`config.mk`:
```
export PLATFORM = sky130hd
export DESIGN_NAME = hbfp_protect
export DESIGN_NICKNAME = d
export VERILOG_FILES = /design/src/rtl/hbfp_pkg.sv /design/src/rtl/hbfp_sync.sv /design/src/rtl/hbfp_bridge.sv /design/src/rtl/hbfp_protect.sv
export VERILOG_INCLUDE_DIRS = /design/src /design/src/rtl
export SDC_FILE = /design/constraint.sdc
export NUM_CORES = 1
export LEC_CHECK = 0
export BUFFER_PORTS_ARGS = -buffer_cell sky130_fd_sc_hd__buf_4
export CAP_MARGIN = 20
export CORE_UTILIZATION = 48
export DETAILED_ROUTE_END_ITERATION = 12
export PLACE_DENSITY = 0.79
export SKIP_CTS_REPAIR_TIMING = 1
export SKIP_LAST_GASP = 1
export SLEW_MARGIN = 10
export SYNTH_ARGS = -nofsm -noshare
export SYNTH_HDL_FRONTEND = slang
export SYNTH_SLANG_ARGS = --single-unit
```
`constraint.sdc`:
```
create_clock -name aclk -period 1.6 [get_ports aclk]
set_input_delay 0.32 -clock aclk [delete_from_list [all_inputs] [get_ports aclk]]
set_output_delay 0.32 -clock aclk [all_outputs]
set_load 0.1 [all_outputs]
```
`src/rtl/hbfp_map.svh`:
```
// Address map, reset values and fixed counts of the half-bridge protection block.
// Assumes a 32-bit AXI4-Lite register bus with a 4-bit byte address.
`ifndef HBFP_MAP_SVH
`define HBFP_MAP_SVH
`define HBFP_NB        3
`define HBFP_ADDR_W    4
`define HBFP_OFF_STAT  4'h0
`define HBFP_OFF_MASK  4'h4
`define HBFP_OFF_STATE 4'h8
`define HBFP_RST_STAT  7'h00
`define HBFP_RST_MASK  7'h00
`define HBFP_RESP_OK   2'h0
`define HBFP_RESP_ERR  2'h2
`define HBFP_MODE_PCL  1'h0
`endif

```
`src/rtl/hbfp_pkg.sv`:
```
// Types shared by the half-bridge protection block.
// Assumes hbfp_map.svh is on the include path.
`include "hbfp_map.svh"
package hbfp_pkg;
  // Per-cycle limit state of one half-bridge
  typedef enum logic [1:0] {
    LIM_NONE = 2'b00,
    LIM_HS   = 2'b01,
    LIM_LS   = 2'b10
  } hbfp_lim_t;
  // Gate commands of one half-bridge
  typedef struct packed {
    logic hs_on;
    logic ls_on;
    logic hiz;
  } hbfp_drive_t;
  // Synchronised pin levels of one half-bridge
  typedef struct packed {
    logic oc_short;
    logic oc_low;
    logic oc_high;
    logic rst_n;
    logic pwm;
  } hbfp_sense_t;
  // Sticky event layout, shared by status and mask
  typedef struct packed {
    logic [`HBFP_NB-1:0] shut_set;
    logic                limit;
    logic                uv;
    logic                tsd;
    logic                warn;
  } hbfp_evt_t;
  // Live state readback layout
  typedef struct packed {
    logic [`HBFP_NB-1:0] hiz;
    logic [`HBFP_NB-1:0] shut;
    logic                mode;
    logic                por;
    logic                uv;
    logic                tsd;
    logic                warn;
  } hbfp_state_t;
endpackage

```
`src/rtl/hbfp_sync.sv`:
```
// Two-stage synchroniser for asynchronous pin levels.
// Assumes inputs are slow levels; a pulse shorter than one clock can be lost.
`timescale 1ns/1ps
module hbfp_sync #(
  parameter int W = 1
) (
  input  wire logic         aclk,
  input  wire logic         aresetn,
  input  wire logic         ce,
  input  wire logic [W-1:0] d,
  output logic      [W-1:0] q
);
  logic [W-1:0] meta_q;
  logic [W-1:0] sync_q;

  // First stage feeds only the second stage
  always_ff @(posedge aclk)
  begin
    if (!aresetn)
    begin
      meta_q <= '0;
      sync_q <= '0;
    end
    else if (ce)
    begin
      meta_q <= d;
      sync_q <= meta_q;
    end
  end

  assign q = sync_q;
endmodule

```
`src/rtl/hbfp_bridge.sv`:
```
// One half-bridge: per-cycle limiting, overcurrent shutdown latch, gate commands.
// Assumes synchronised inputs and a common clock and clock enable with the top.
`timescale 1ns/1ps
module hbfp_bridge
  import hbfp_pkg::*;
(
  input  wire logic        aclk,
  input  wire logic        aresetn,
  input  wire logic        ce,
  input  wire hbfp_sense_t sense,
  input  wire logic        latch_mode,
  input  wire logic        force_off,
  input  wire logic        por,
  input  wire logic        rst_rise,
  input  wire logic        clear_all,
  output hbfp_drive_t      drive,
  output logic             shut,
  output logic             limit_ev
);
  hbfp_lim_t   lim_q;
  hbfp_lim_t   lim_d;
  hbfp_drive_t drive_q;
  hbfp_drive_t drive_d;
  logic        shut_q;
  logic        shut_d;
  logic        pwm_prev_q;
  logic        limit_ev_q;

  wire pwm_tog  = sense.pwm ^ pwm_prev_q;
  wire shut_set = latch_mode ? (sense.oc_high | sense.oc_low | sense.oc_short)
                             : sense.oc_short; // see RULE16
  wire shut_clr = latch_mode ? clear_all : rst_rise; // see RULE8
  wire off      = force_off | por | !sense.rst_n | shut_d; // see RULE7

  // Limit ends at the next input toggle; a held input keeps it (see RULE17)
  always_comb
  begin
    lim_d = lim_q;
    case (lim_q)
      LIM_NONE: lim_d = LIM_NONE;
      LIM_HS:   if (pwm_tog) lim_d = LIM_NONE;
      LIM_LS:   if (pwm_tog) lim_d = LIM_NONE;
      default:  lim_d = LIM_NONE;
    endcase
    if (!latch_mode && sense.oc_low)
      lim_d = LIM_LS; // see RULE15
    else if (!latch_mode && sense.oc_high && lim_d != LIM_LS)
      lim_d = LIM_HS; // see RULE15
  end

  // Power-on reset dominates, then a new trip beats a clear
  assign shut_d = por ? 1'b0 : shut_set ? 1'b1 : shut_clr ? 1'b0 : shut_q; // see RULE4

  // Gate command; hiz means both FETs off
  always_comb
  begin
    drive_d = '{hs_on: sense.pwm, ls_on: !sense.pwm, hiz: 1'b0};
    if (off)
      drive_d = '{hs_on: 1'b0, ls_on: 1'b0, hiz: 1'b1};
    else if (lim_d == LIM_HS)
      drive_d = '{hs_on: 1'b0, ls_on: 1'b1, hiz: 1'b0}; // see RULE15
    else if (lim_d == LIM_LS)
      drive_d = '{hs_on: 1'b0, ls_on: 1'b0, hiz: 1'b1}; // see RULE15
  end

  always_ff @(posedge aclk)
  begin
    if (!aresetn)
    begin
      lim_q      <= LIM_NONE;
      shut_q     <= 1'b0;
      pwm_prev_q <= 1'b0;
      limit_ev_q <= 1'b0;
      drive_q    <= '{hs_on: 1'b0, ls_on: 1'b0, hiz: 1'b1};
    end
    else if (ce)
    begin
      lim_q      <= lim_d;
      shut_q     <= shut_d;
      pwm_prev_q <= sense.pwm;
      limit_ev_q <= (lim_d != LIM_NONE) && (lim_q == LIM_NONE);
      drive_q    <= drive_d;
    end
  end

  assign drive    = drive_q;
  assign shut     = shut_q;
  assign limit_ev = limit_ev_q;
endmodule

```
`src/rtl/hbfp_protect.sv`:
```
// Fault protection and reset control for a three half-bridge power stage,
// with sticky event status, interrupt and AXI4-Lite register access.
// Assumes comparator conditions and controller pins arrive asynchronously.
`timescale 1ns/1ps
`include "hbfp_map.svh"

// Contract
// RULE1: Overheat warning output goes low while the temperature warning condition holds.
// RULE2: Thermal shutdown forces every half-bridge to high impedance and pulls fault low.
// RULE3: Thermal shutdown is latched; only the reset inputs clear it.
// RULE4: Power-on reset clears overcurrent latches and keeps the bridges inactive.
// RULE5: Any supply undervoltage at once forces all bridges off and fault low.
// RULE6: Undervoltage does not latch; operation resumes when supplies return.
// RULE7: Each half-bridge reset input held low keeps both its FETs off.
// RULE8: Per-cycle mode: own reset rising edge clears that bridge's shutdown and fault.
// RULE9: Thermal or latching-mode shutdown clears after all three resets rose.
// RULE10: Two overcurrent modes exist: per-cycle limiting and latching shutdown.
// RULE11: Mode select low chooses per-cycle current limiting.
// RULE12: Controller gives every bridge a short low-side pulse each period.
// RULE13: Controller switches each phase complementarily.
// RULE14: Two-quadrant use with a held low side should pick latching mode.
// RULE15: Per-cycle: high-side trip turns on low side; low-side trip turns both off.
// RULE16: Latching mode disables limiting; any overcurrent shuts the bridge down.
// RULE17: Per-cycle: a held input keeps the bridge off until it toggles.
// RULE18: Fault and warning outputs together encode the device status.
// RULE19: Fault is undervoltage OR thermal latch OR any bridge shutdown latch.
module hbfp_protect
  import hbfp_pkg::*;
(
  input  wire logic                    aclk,
  input  wire logic                    aresetn,
  input  wire logic                    ce,
  input  wire logic                    temp_warn,
  input  wire logic                    temp_shutdown,
  input  wire logic                    supply_low,
  input  wire logic                    power_on_reset,
  input  wire logic                    overcurrent_mode_select,
  input  wire logic [`HBFP_NB-1:0]     pwm_in,
  input  wire logic [`HBFP_NB-1:0]     bridge_reset_n,
  input  wire logic [`HBFP_NB-1:0]     oc_high,
  input  wire logic [`HBFP_NB-1:0]     oc_low,
  input  wire logic [`HBFP_NB-1:0]     oc_short,
  output logic      [`HBFP_NB-1:0]     hs_on,
  output logic      [`HBFP_NB-1:0]     ls_on,
  output logic      [`HBFP_NB-1:0]     hiz_force,
  output logic                         fault_n,
  output logic                         overheat_warning_n,
  output logic                         irq,
  input  wire logic [`HBFP_ADDR_W-1:0] s_axi_awaddr,
  input  wire logic                    s_axi_awvalid,
  output logic                         s_axi_awready,
  input  wire logic [31:0]             s_axi_wdata,
  input  wire logic [3:0]              s_axi_wstrb,
  input  wire logic                    s_axi_wvalid,
  output logic                         s_axi_wready,
  output logic      [1:0]              s_axi_bresp,
  output logic                         s_axi_bvalid,
  input  wire logic                    s_axi_bready,
  input  wire logic [`HBFP_ADDR_W-1:0] s_axi_araddr,
  input  wire logic                    s_axi_arvalid,
  output logic                         s_axi_arready,
  output logic      [31:0]             s_axi_rdata,
  output logic      [1:0]              s_axi_rresp,
  output logic                         s_axi_rvalid,
  input  wire logic                    s_axi_rready
);
  localparam int NB = `HBFP_NB;
  localparam int SW = 5 + 5 * NB;

  // ****************************************************************
  // Pin synchronisation
  // ****************************************************************
  logic [SW-1:0] sync_s;
  logic          warn_s;
  logic          tsd_s;
  logic          uv_s;
  logic          por_s;
  logic          mode_s;
  logic [NB-1:0] pwm_s;
  logic [NB-1:0] rstn_s;
  logic [NB-1:0] och_s;
  logic [NB-1:0] ocl_s;
  logic [NB-1:0] ocs_s;

  hbfp_sync #(.W(SW)) u_sync (
    .aclk    (aclk),
    .aresetn (aresetn),
    .ce      (ce),
    .d       ({oc_short, oc_low, oc_high, bridge_reset_n, pwm_in,
                overcurrent_mode_select, power_on_reset, supply_low,
                temp_shutdown, temp_warn}),
    .q       (sync_s)
  );

  // Unpack the synchronised vector
  assign {ocs_s, ocl_s, och_s, rstn_s, pwm_s, mode_s, por_s, uv_s, tsd_s, warn_s} = sync_s;

  // ****************************************************************
  // Shutdown latches and reset tracking
  // ****************************************************************
  logic          tsd_latch_q;
  logic [NB-1:0] rstn_prev_q;
  logic [NB-1:0] seen_q;
  logic [NB-1:0] shut;
  logic [NB-1:0] limit_ev;
  logic [NB-1:0] shut_prev_q;
  logic          uv_prev_q;
  logic          warn_prev_q;
  hbfp_drive_t   drive [NB];

  // Mode pin low selects per-cycle limiting, high selects latching
  wire           latch_mode = (mode_s != `HBFP_MODE_PCL); // see RULE10, see RULE11
  wire [NB-1:0]  rst_rise   = rstn_s & ~rstn_prev_q;
  // Shutdowns that need all three resets to rise before they clear
  wire           global_hold = tsd_latch_q | (latch_mode & (|shut));
  wire           clear_all   = global_hold & (&seen_q); // see RULE9
  // Undervoltage is level driven so recovery needs no reset
  wire           force_off   = uv_s | tsd_s | tsd_latch_q; // see RULE2, see RULE5, see RULE6

  // Thermal latch: a live condition beats the clear
  always_ff @(posedge aclk)
  begin
    if (!aresetn)
      tsd_latch_q <= 1'b0;
    else if (ce)
      tsd_latch_q <= tsd_s | (tsd_latch_q & !clear_all); // see RULE3
  end

  // Resets that rose while a shutdown is held; earlier edges do not count
  always_ff @(posedge aclk)
  begin
    if (!aresetn)
    begin
      rstn_prev_q <= '0;
      seen_q      <= '0;
    end
    else if (ce)
    begin
      rstn_prev_q <= rstn_s;
      seen_q      <= (global_hold && !clear_all) ? (seen_q | rst_rise) : '0; // see RULE9
    end
  end

  // One channel per half-bridge
  genvar gi;
  generate
    for (gi = 0; gi < NB; gi++)
    begin : g_br
      hbfp_bridge u_br (
        .aclk       (aclk),
        .aresetn    (aresetn),
        .ce         (ce),
        .sense      ('{oc_short: ocs_s[gi], oc_low: ocl_s[gi], oc_high: och_s[gi],
                       rst_n: rstn_s[gi], pwm: pwm_s[gi]}),
        .latch_mode (latch_mode),
        .force_off  (force_off),
        .por        (por_s),
        .rst_rise   (rst_rise[gi]),
        .clear_all  (clear_all),
        .drive      (drive[gi]),
        .shut       (shut[gi]),
        .limit_ev   (limit_ev[gi])
      );
      assign hs_on[gi]     = drive[gi].hs_on;
      assign ls_on[gi]     = drive[gi].ls_on;
      assign hiz_force[gi] = drive[gi].hiz;
    end
  endgenerate

  // ****************************************************************
  // Status pins
  // ****************************************************************
  logic fault_n_q;
  logic warn_n_q;

  // Two pins together give the four status codes
  always_ff @(posedge aclk)
  begin
    if (!aresetn)
    begin
      fault_n_q <= 1'b1;
      warn_n_q  <= 1'b1;
    end
    else if (ce)
    begin
      fault_n_q <= !(uv_s | tsd_latch_q | (|shut)); // see RULE19, see RULE18
      warn_n_q  <= !warn_s; // see RULE1, see RULE18
    end
  end

  assign fault_n            = fault_n_q;
  assign overheat_warning_n = warn_n_q;

  // ****************************************************************
  // Events, status and interrupt
  // ****************************************************************
  hbfp_evt_t stat_q;
  hbfp_evt_t mask_q;
  hbfp_evt_t evt;
  hbfp_evt_t w1c;
  logic      irq_q;

  assign evt = '{shut_set: shut & ~shut_prev_q, limit: |limit_ev,
                 uv: uv_s & !uv_prev_q, tsd: tsd_s & !tsd_latch_q,
                 warn: warn_s & !warn_prev_q};

  // ****************************************************************
  // AXI4-Lite slave
  // ****************************************************************
  logic        awready_q;
  logic        bvalid_q;
  logic [1:0]  bresp_q;
  logic        arready_q;
  logic        rvalid_q;
  logic [1:0]  rresp_q;
  logic [31:0] rdata_q;

  wire                    wr_go    = s_axi_awvalid & s_axi_wvalid & !awready_q & !bvalid_q;
  wire                    rd_go    = s_axi_arvalid & !arready_q & !rvalid_q;
  wire [`HBFP_ADDR_W-1:0] wa       = {s_axi_awaddr[`HBFP_ADDR_W-1:2], 2'b00};
  wire [`HBFP_ADDR_W-1:0] ra       = {s_axi_araddr[`HBFP_ADDR_W-1:2], 2'b00};
  wire                    wr_stat  = wr_go & s_axi_wstrb[0] & (wa == `HBFP_OFF_STAT);
  wire                    wr_mask  = wr_go & s_axi_wstrb[0] & (wa == `HBFP_OFF_MASK);
  wire                    wr_map   = (wa == `HBFP_OFF_STAT) | (wa == `HBFP_OFF_MASK) |
                                     (wa == `HBFP_OFF_STATE);
  wire                    rd_map   = (ra == `HBFP_OFF_STAT) | (ra == `HBFP_OFF_MASK) |
                                     (ra == `HBFP_OFF_STATE);
  wire hbfp_state_t       live     = '{hiz: hiz_force, shut: shut, mode: mode_s, por: por_s,
                                       uv: uv_s, tsd: tsd_latch_q, warn: warn_s};
  wire [31:0]             rd_word  = (ra == `HBFP_OFF_STAT) ? 32'(stat_q) :
                                     (ra == `HBFP_OFF_MASK) ? 32'(mask_q) :
                                     (ra == `HBFP_OFF_STATE) ? 32'(live) : 32'h0000_0000;

  assign w1c = wr_stat ? hbfp_evt_t'(s_axi_wdata[$bits(hbfp_evt_t)-1:0]) : '0;

  // Sticky status: a new event wins over a write-one clear
  always_ff @(posedge aclk)
  begin
    if (!aresetn)
    begin
      stat_q      <= `HBFP_RST_STAT;
      mask_q      <= `HBFP_RST_MASK;
      irq_q       <= 1'b0;
      shut_prev_q <= '0;
      uv_prev_q   <= 1'b0;
      warn_prev_q <= 1'b0;
    end
    else if (ce)
    begin
      stat_q      <= (stat_q & ~w1c) | evt;
      if (wr_mask)
        mask_q    <= hbfp_evt_t'(s_axi_wdata[$bits(hbfp_evt_t)-1:0]);
      irq_q       <= |(stat_q & mask_q);
      shut_prev_q <= shut;
      uv_prev_q   <= uv_s;
      warn_prev_q <= warn_s;
    end
  end

  // Write path: address and data taken together, response one cycle later
  always_ff @(posedge aclk)
  begin
    if (!aresetn)
    begin
      awready_q <= 1'b0;
      bvalid_q  <= 1'b0;
      bresp_q   <= `HBFP_RESP_OK;
    end
    else if (ce)
    begin
      awready_q <= wr_go;
      if (wr_go)
        bresp_q <= wr_map ? `HBFP_RESP_OK : `HBFP_RESP_ERR;
      if (awready_q)
        bvalid_q <= 1'b1;
      else if (s_axi_bready)
        bvalid_q <= 1'b0;
    end
  end

  // Read path: data captured at acceptance, shown after the handshake
  always_ff @(posedge aclk)
  begin
    if (!aresetn)
    begin
      arready_q <= 1'b0;
      rvalid_q  <= 1'b0;
      rresp_q   <= `HBFP_RESP_OK;
      rdata_q   <= 32'h0000_0000;
    end
    else if (ce)
    begin
      arready_q <= rd_go;
      if (rd_go)
      begin
        rdata_q <= rd_word;
        rresp_q <= rd_map ? `HBFP_RESP_OK : `HBFP_RESP_ERR;
      end
      if (arready_q)
        rvalid_q <= 1'b1;
      else if (s_axi_rready)
        rvalid_q <= 1'b0;
    end
  end

  assign irq           = irq_q;
  assign s_axi_awready = awready_q;
  assign s_axi_wready  = awready_q;
  assign s_axi_bvalid  = bvalid_q;
  assign s_axi_bresp   = bresp_q;
  assign s_axi_arready = arready_q;
  assign s_axi_rvalid  = rvalid_q;
  assign s_axi_rresp   = rresp_q;
  assign s_axi_rdata   = rdata_q;
endmodule

```
==> impl_metrics.tcl, run 1 <==
set metrics [dict create \
    dieArea_um2 10800 \
    netlist_area_um2 5000 \
    worstHoldPathType "input port to register" \
    failed_checks "setup timing" \
    dr.pass1.iters 4 \
    coreArea_um2 9910 \
    dieHeight_um 104 \
    grt_max_degree 77 \
    power_frac_comb 0.179 \
    final_util 0.621 \
    ios 125 \
    place_congestion 0.854 \
    status "complete, but fails checks" \
    clk_pin_slew_ns 0.11 \
    grt_pass1_vias 4045 \
    rows 36 \
    maxCapViolCount 0 \
    synth-seq-cells 110 \
    skew_ns 0.0139 \
    grt_pass1_wl_um 19100 \
    h-tree-depth 3 \
    criticalPathCategory "register to register" \
    pwr-share-clk 0.331 \
    antenna_left 0 \
    async_flop_share 0 \
    root_buffer "clkbuf_8" \
    p_int_w 0.00413 \
    areaGrowthSynthToFinish_pct 23.1 \
    finalSetupViolations 1 \
    wire_per_inst_um 15.3 \
    synth-edff-count 0 \
    power.net_switching_w 0.00180 \
    io_buffers 69 \
    slew_violations 0 \
    yosysSeqAreaShare 0.441 \
    drc 0 \
    dp_hpwl_um 8150 \
    peakVddDrop_mv 0.528 \
    ys.flop_type "dfxtp_1" \
    cp_data_required_time_ns 1.92 \
    min_period_ns 1.62 \
    synth_cell_type_count 62 \
    p_seq_frac 0.490 \
    dp_slack_ns -0.0203 \
    yosys-top-cells-area "dfxtp_1 (44%), mux2i_1 (11%), nor2_1 (6.5%)" \
    switching_share 0.303 \
    synth.top_cell.area_share 0.441 \
    drt_iter0_markers 263 \
    synth_top_family_by_area "simple AND/OR/NAND/NOR gates" \
    synthXorXnorAreaFrac 0.00876 \
    cts_max_path_buffers 2 \
    synth_fa_ha_area_frac 0.00751 \
    final_nets 712 \
    die_x_um 104 \
    power_density_nw_per_um2 964 \
    fmax_ghz 0.617 \
    rr_startpoint "g_br[1].u_br.lim_q[0]" \
    cp-start-kind "register" \
    power.total_w 0.00593 \
    synth-simple-area-share 0.182 \
    setup_slack_ns -0.0202 \
    synth_mux_area_frac 0.112 \
    num_vias 4178 \
    cts_sinks 110 \
    cp_max_fo 3 \
    synthCells 550 \
    worstSkewPairLatency_ns 0.38 \
    num_antenna_cells 0 \
    syn_avg_cell_area_um2 9.09 \
    critPathLaunch "g_br[1].u_br.lim_q[0]" \
    routed_wl_um 11900 \
    arrival_ns 1.95 \
    synth_compound_area_frac 0.159 \
    start_util 0.504 \
    yosys_warnings 0 \
    p_leak_nw 2.62 \
    via_per_inst 5.39 \
    grtUsageTotal 0.215 \
    grt_overflow 0 \
    antenna_found_initial 0 \
    cts_tree "built" \
    cp-end-kind "register" \
    yosys.area.top_type "dfxtp_1" \
    drive_above_1_share 0.274 \
    numCtsBuffers 9 \
    timing.hold.ws_ns 0.163 \
    rsz0062_at_grt "true" \
    hold_viol 0 \
    hold_path.startpoint "pwm_in[0]" \
    fin_crit_sh 1.01 \
]
-- sequential cells by signal, summed over array words and instances (netlist names), 3 cells and up --
register              cells
u_sync.meta_q            20
stat_q                    7
g_br.u_br.pwm_prev_q      3
g_br.u_br.limit_ev        3
g_br.u_br.shut            3
shut_prev_q               3
g_br.u_br.drive           9
rstn_prev_q               3
g_br.u_br.lim_q           6
seen_q                    3
s_axi_rdata              11
mask_q                    7
u_sync.q                 20
-- power groups by stage --
stage	logic, W	registers [W]	clock network (W)
2_1_floorplan	0.000656	0.00312	0
3_3_place_gp	0.00101	0.00296	0
3_5_place_dp	0.00103	0.00297	0
4_1_cts	0.00103	0.00290	0.00198
5_1_grt	0.00112	0.00292	0.00212
6_report	0.00106	0.00291	0.00196
-- cell type report --
type                            instances  area (um2)
Fill cell                             818        3760
Multi-Input combinational cell        385        2570
Sequential cell                       110        2230
Timing Repair Buffer                  114         888
Tap cell                              133         166
Clock buffer                           11         151
Clock inverter                          5        88.8
Inverter                               17        63.8
-- placed cells by master, fill, tap and decap left out, types with 12 or more instances in the layout --
master,netlist,layout
buf_4,28,110
dfxtp_1,110,96
nor2_1,86,86
mux2i_1,56,56
nand2_1,42,42
a21oi_1,30,30
conb_1,1,23
o21ai_0,13,13
a211oi_1,12,12
nand3_1,12,12
nor3_1,12,12
o21a_1,12,12
-- Yosys cell counts, types with 3 or more instances --
library cell / instances
dfxtp_1: 110
nor2_1: 86
mux2i_1: 56
nand2_1: 42
a21oi_1: 30
buf_4: 28
inv_1: 16
clkbuf_1: 15
o21ai_0: 13
a211oi_1: 12
nand3_1: 12
nor3_1: 12
o21a_1: 12
buf_2: 11
nor2b_1: 9
a21boi_0: 7
buf_6: 5
nand2b_1: 4
nor4_1: 4
a22oi_1: 3
ha_1: 3
o311a_1: 3
o311ai_0: 3
o32ai_1: 3
xnor2_1: 3
-- path summary, 6_finish.rpt --
kind / to / slack [ns] / cells after the start
worst min-delay path: u_sync.meta_q[5] / 0.16 / 3
worst max register to register: g_br[1].u_br.drive[2] / -0.02 / 6
worst max-delay path: g_br[1].u_br.drive[2] / -0.02 / 6
worst min register to register: s_axi_rdata[10] / 0.46 / 2
-- kinds of logic after synthesis --
kind of cell,after synthesis
other,1
xor gates and xnor gates,5
buffers and inverters,77
DFF,110
adders and majority gates,3
AOI/OAI and AO/OA,111
and+or+nand+nor,187
muxes,56
-- layer usage --
metal | track usage | part of all wire | up-vias
li1 | - | - | 2044
met1 | 0.274 | 0.43 | 1978
met2 | 0.360 | 0.49 | 129
met3 | 0.0401 | 0.044 | 27
met4 | 0.0847 | 0.028 | 0
met5 | 0 | 0 | -
-- metrics by stage --
stage               area, um2  TNS, ns  cells
floorplan                5100   -0.412    572
global placement         5750        0    756
CTS                      5990   -0.235    772
detailed placement       5750  -0.0523    756
global route             6150   -0.383    775
finish                   6150  -0.0202    775
-- critical path, cell delays in order, from the launching register on --
cell and delay, ns:
dfxtp_2 0.36, inv_2 0.06, ha_4 0.28, inv_1 0.07, o311a_1 0.30, a311oi_2 0.32, a32o_1 0.17
No activity file was read; power rests on OpenSTA's default activity.
==> run 2: changes to the inputs <==
- TNS_END_PERCENT: unset -> 10
==> run 2 against run 1 <==
  * The flow still finishes with violations (setup timing)
  * Routed wire length down 8.0%
  * Non-clock buffer count decreased by 3
  * Clock skew is 0.0014 ns lower
  * Clock power decreased by 18%
  * First-iteration DRC count decreased by 35%
  * Global-route usage fell by 1.2 points
  * Critical path type unchanged
  * Highest routed layer unchanged
==> impl_metrics.tcl, run 2 (synthesis gave the netlist of run 1 again) <==
set metrics [dict create \
    status "complete, but fails checks" \
    failed_checks "setup timing" \
    cts_max_path_buffers 2 \
    dieArea_um2 10800 \
    reg2reg_slack_ns -0.02 \
    grt_pass1_vias 3796 \
    mostFrequentLayoutCells "buf_4 (109), dfxtp_1 (103), nor2_1 (86)" \
    wire_per_inst_um 14.1 \
    rr_startpoint "g_br[1].u_br.lim_q[1]" \
    setup_slack_ns -0.0191 \
    arrival_ns 1.94 \
    max_stage_delay_ns 0.34 \
    finalSetupViolations 3 \
    grtUsageTotal 0.203 \
    dr.pass1.iters 4 \
    fmax_ghz 0.618 \
    drc 0 \
    wl_met1_um 5040 \
    drt_iter0_markers 171 \
    dp_hpwl_um 7750 \
    antenna_found_initial 0 \
    worstSkewPairLatency_ns 0.38 \
    dr.max_layer_used "met4" \
    hold_viol 0 \
    dr_wl_met2_um 5310 \
    numCtsBuffers 9 \
    antenna_left 0 \
    cp-start-kind "register" \
    h-tree-depth 3 \
    skew_ns 0.0125 \
    grt_overflow 0 \
    crit_slowest_cell "dfxtp_2" \
    via_per_inst 5.33 \
    final.setup.tns_ns -0.0488 \
    grt_max_degree 93 \
    drive_above_1_share 0.239 \
    grt_pass1_wl_um 18000 \
    slew_violations 0 \
    cts_sinks 110 \
    start_util 0.504 \
    cpMostUsedCell "inv_1" \
    final_cell_area_um2 5970 \
    p_leak_nw 2.56 \
    num_antenna_cells 0 \
    rsz0062_at_grt "true" \
    min_period_ns 1.62 \
    worstHoldPathType "input port to register" \
    power_density_nw_per_um2 929 \
    cp_max_fo 4 \
    fin_crit_sh 1.01 \
    cts_tree "built" \
    whs_path_depth 3 \
    root_buffer "clkbuf_8" \
    timing.hold.ws_ns 0.178 \
    die_x_um 104 \
    worstPathCellList "inv_1 > ha_4 > inv_1 > o311a_1 > a311oi_1 > buf_4 > a32o_1" \
    place_congestion 0.812 \
    cp-end-kind "register" \
    cp_data_required_time_ns 1.92 \
    rows 36 \
    hold_path.startpoint "pwm_in[0]" \
    final_nets 709 \
    peakVddDrop_mv 0.488 \
    dpl_cell_area_um2 5730 \
    areaGrowthSynthToFinish_pct 19.5 \
    maxCapViolCount 0 \
    met3_length_um 434 \
    ios 125 \
    clk_pin_slew_ns 0.11 \
    hold_end "u_sync.meta_q[5]" \
    final_common_cell "buf_4" \
    criticalPathCategory "register to register" \
    num_vias 4113 \
    timing.rr.end "g_br[1].u_br.drive[2]" \
    io_buffers 69 \
    reg2reg_depth 7 \
    routed_wl_um 10900 \
    dieHeight_um 104 \
    coreArea_um2 9910 \
]
run 2: cell types whose count changed in the layout (fill, tap and decap cells not counted), sizes merged:
cell and delta:
buf -3, clkinv +1, clkbuf -2, bufinv -2
inv +2, clkinvlp +1
run 2: metrics by stage:
step                utilization  cells  total power [W]  setup slack, ns
finish                    0.603    772          0.00555          -0.0191
global route              0.603    772          0.00580           -0.116
CTS                       0.598    772          0.00559           -0.119
detailed placement        0.579    756          0.00398          -0.0658
global placement          0.579    756          0.00396          -0.0665
floorplan                     -    572          0.00378           -0.106
run 2: critical path: cells and delay by family, from the launching register on:
family / cells / cell delay, ns
AO/OA/AOI/OAI: 3 / 0.66
buffers and inverters: 3 / 0.29
flip-flops: 1 / 0.34
adder cells (fa/ha/maj): 1 / 0.28
run 2: routing by layer:
metal | track usage | vias to the layer above
li1 | - | 2044
met3 | 0.0363 | 12
met2 | 0.346 | 104
met1 | 0.264 | 1953
met4 | 0.0541 | 0
met5 | 0 | -
run 2: how the worst max path moves through the flow:
stage	startpoint	endpoint	slack, ns	cells past startpoint
after detailed placement	g_br[1].u_br.lim_q[1]	g_br[1].u_br.drive[1]	-0.07	7
final	g_br[1].u_br.lim_q[1]	g_br[1].u_br.drive[2]	-0.02	7
after global routing	g_br[0].u_br.lim_q[0]	g_br[0].u_br.drive[2]	-0.12	6
after global placement	g_br[1].u_br.lim_q[0]	g_br[1].u_br.drive[1]	-0.07	7
after CTS	g_br[1].u_br.lim_q[1]	g_br[1].u_br.drive[2]	-0.12	7
after floorplan	g_br[1].u_br.lim_q[0]	g_br[1].u_br.drive[2]	-0.11	6
run 2: cell type report:
cell class | instances | area [um2]
Fill cell | 899 | 3940
Multi-Input combinational cell | 385 | 2480
Timing Repair Buffer | 111 | 858
Sequential cell | 110 | 2220
Clock buffer | 9 | 124
Clock inverter | 7 | 65.1
Tap cell | 133 | 166
Inverter | 17 | 63.8
run 2: where the power goes:
group	internal [W]	switching, W	total [W]
registers	0.00283	0.0000740	0.00291
clock network	0.000605	0.00101	0.00161
logic	0.000304	0.000723	0.00103
==> run 3: changes to the inputs <==
- CORE_UTILIZATION: 48 -> 49
- CTS_BUF_LIST: unset -> sky130_fd_sc_hd__clkbuf_8
- MAX_ROUTING_LAYER: unset -> met4
- PLACE_DENSITY: 0.79 -> 0.8
==> run 3 against run 2 <==
  * The flow still finishes with violations (setup timing)
  * Die area down 2.0%
  * Final area up 1.6%
  * Critical path depth down 3
  * Non-clock buffer count up 8
  * First-iteration DRC count up 94%
  * Cell count up 1.0%
  * Maximum frequency up 0.19%
  * Largest cell class unchanged
  * Combinational power about the same
  * Global-route usage up 2.6 points
  * Utilization up 1.5 points
==> impl_metrics.tcl, run 3 (synthesis gave the netlist of run 1 again) <==
set metrics [dict create \
    status "complete, but fails checks" \
    failed_checks "setup timing" \
    power.total_w 0.00553 \
    grt_overflow 0 \
    worstSkewPairLatency_ns 0.38 \
    final_cells 780 \
    h-tree-depth 3 \
    num_antenna_cells 0 \
    dpl_cell_area_um2 5760 \
    areaGrowthSynthToFinish_pct 21.4 \
    rsz0062_at_grt "true" \
    timing.hold.ws_ns 0.166 \
    grtUsageTotal 0.229 \
    pwr-share-clk 0.284 \
    cp-start-kind "register" \
    switching_share 0.324 \
    num_vias 4168 \
    via_per_inst 5.34 \
    antenna_found_initial 0 \
    peakVddDrop_mv 0.542 \
    reg2reg_depth 4 \
    maxCapViolCount 0 \
    cp_data_required_time_ns 1.87 \
    dp_hpwl_um 8100 \
    root_buffer "clkbuf_8" \
    io_buffers 69 \
    power.net_switching_w 0.00179 \
    ios 125 \
    rows 36 \
    min_period_ns 1.62 \
    wire_per_inst_um 14.4 \
    grt_max_degree 75 \
    hold_viol 0 \
    worstHoldPathType "input port to register" \
    slew_violations 0 \
    cp_max_fo 7 \
    drt_iter0_markers 332 \
    skew_ns 0.0147 \
    routed_wl_um 11200 \
    setup_slack_ns -0.0160 \
    cp-end-kind "register" \
    arrival_ns 1.89 \
    final_nets 717 \
    p_seq_frac 0.526 \
    fin_crit_sh 1.01 \
    criticalPathCategory "register to register" \
    final_cell_area_um2 6070 \
    final_common_cell "buf_4" \
    grt_pass1_vias 3817 \
    dieArea_um2 10600 \
    nFillCells 829 \
    coreArea_um2 9820 \
    antenna_left 0 \
    p_leak_nw 2.61 \
    whs_path_depth 3 \
    drc 0 \
    final.setup.tns_ns -0.0422 \
    clk_pin_slew_ns 0.11 \
    cts_sinks 110 \
    start_util 0.509 \
    cts_tree "built" \
    die_x_um 103 \
    place_congestion 0.859 \
    place_inst 760 \
    grt_pass1_wl_um 18200 \
    p_int_w 0.00373 \
    cts_max_path_buffers 2 \
    power_density_nw_per_um2 911 \
    power_frac_comb 0.189 \
    numCtsBuffers 9 \
    fmax_ghz 0.619 \
    dr.pass1.iters 4 \
    finalSetupViolations 4 \
    dieHeight_um 103 \
    drive_above_1_share 0.267 \
    mostFrequentLayoutCells "buf_4 (117), dfxtp_1 (102), nor2_1 (86)" \
]
-- run 3: layout make-up --
cell class	instances	area, um2	share of cell area
clock inverters	7	53.8	0.00887
clock buffers	9	124	0.0204
well taps	133	166	0.0274
multi-input cells	385	2520	0.416
inverters	17	63.8	0.0105
flip-flops and latches	110	2220	0.366
repair buffers	119	918	0.151
-- run 3: stage by stage --
step | worst slack [ns] | utilization
floorplan | -0.106 | -
global placement | -0.0673 | 0.587
detailed placement | -0.153 | 0.587
CTS | -0.189 | 0.605
global route | -0.0970 | 0.618
finish | -0.0160 | 0.618
-- run 3: worst paths after layout --
kind,startpoint,to,slack [ns]
worst max-delay path,u_sync.q[4],g_br[0].u_br.drive[2],-0.02
worst min-delay path,oc_high[1],u_sync.meta_q[12],0.17
worst max register to register,u_sync.q[4],g_br[0].u_br.drive[2],-0.02
worst min register to register,s_axi_rresp[1],s_axi_rresp[1],0.46
-- run 3: power groups by stage --
stage	combinational, W	clock [W]	sequential, W
after floorplan	0.000654	0	0.00312
after global placement	0.00101	0	0.00296
after detailed placement	0.00102	0	0.00297
after CTS	0.00103	0.00160	0.00291
after global routing	0.00112	0.00172	0.00292
final	0.00105	0.00157	0.00291
-- run 3: routing by layer --
layer	GRT usage	part of all wire
met5	-	0
met4	0.0878	0.018
met3	0.0407	0.048
met2	0.372	0.50
met1	0.283	0.44
-- run 3: critical path: stages, from the launching register on --
cell     delay, ns
dfxtp_4       0.39
a41oi_1       0.42
o311a_1       0.37
nor4_1        0.09
a32o_1        0.22
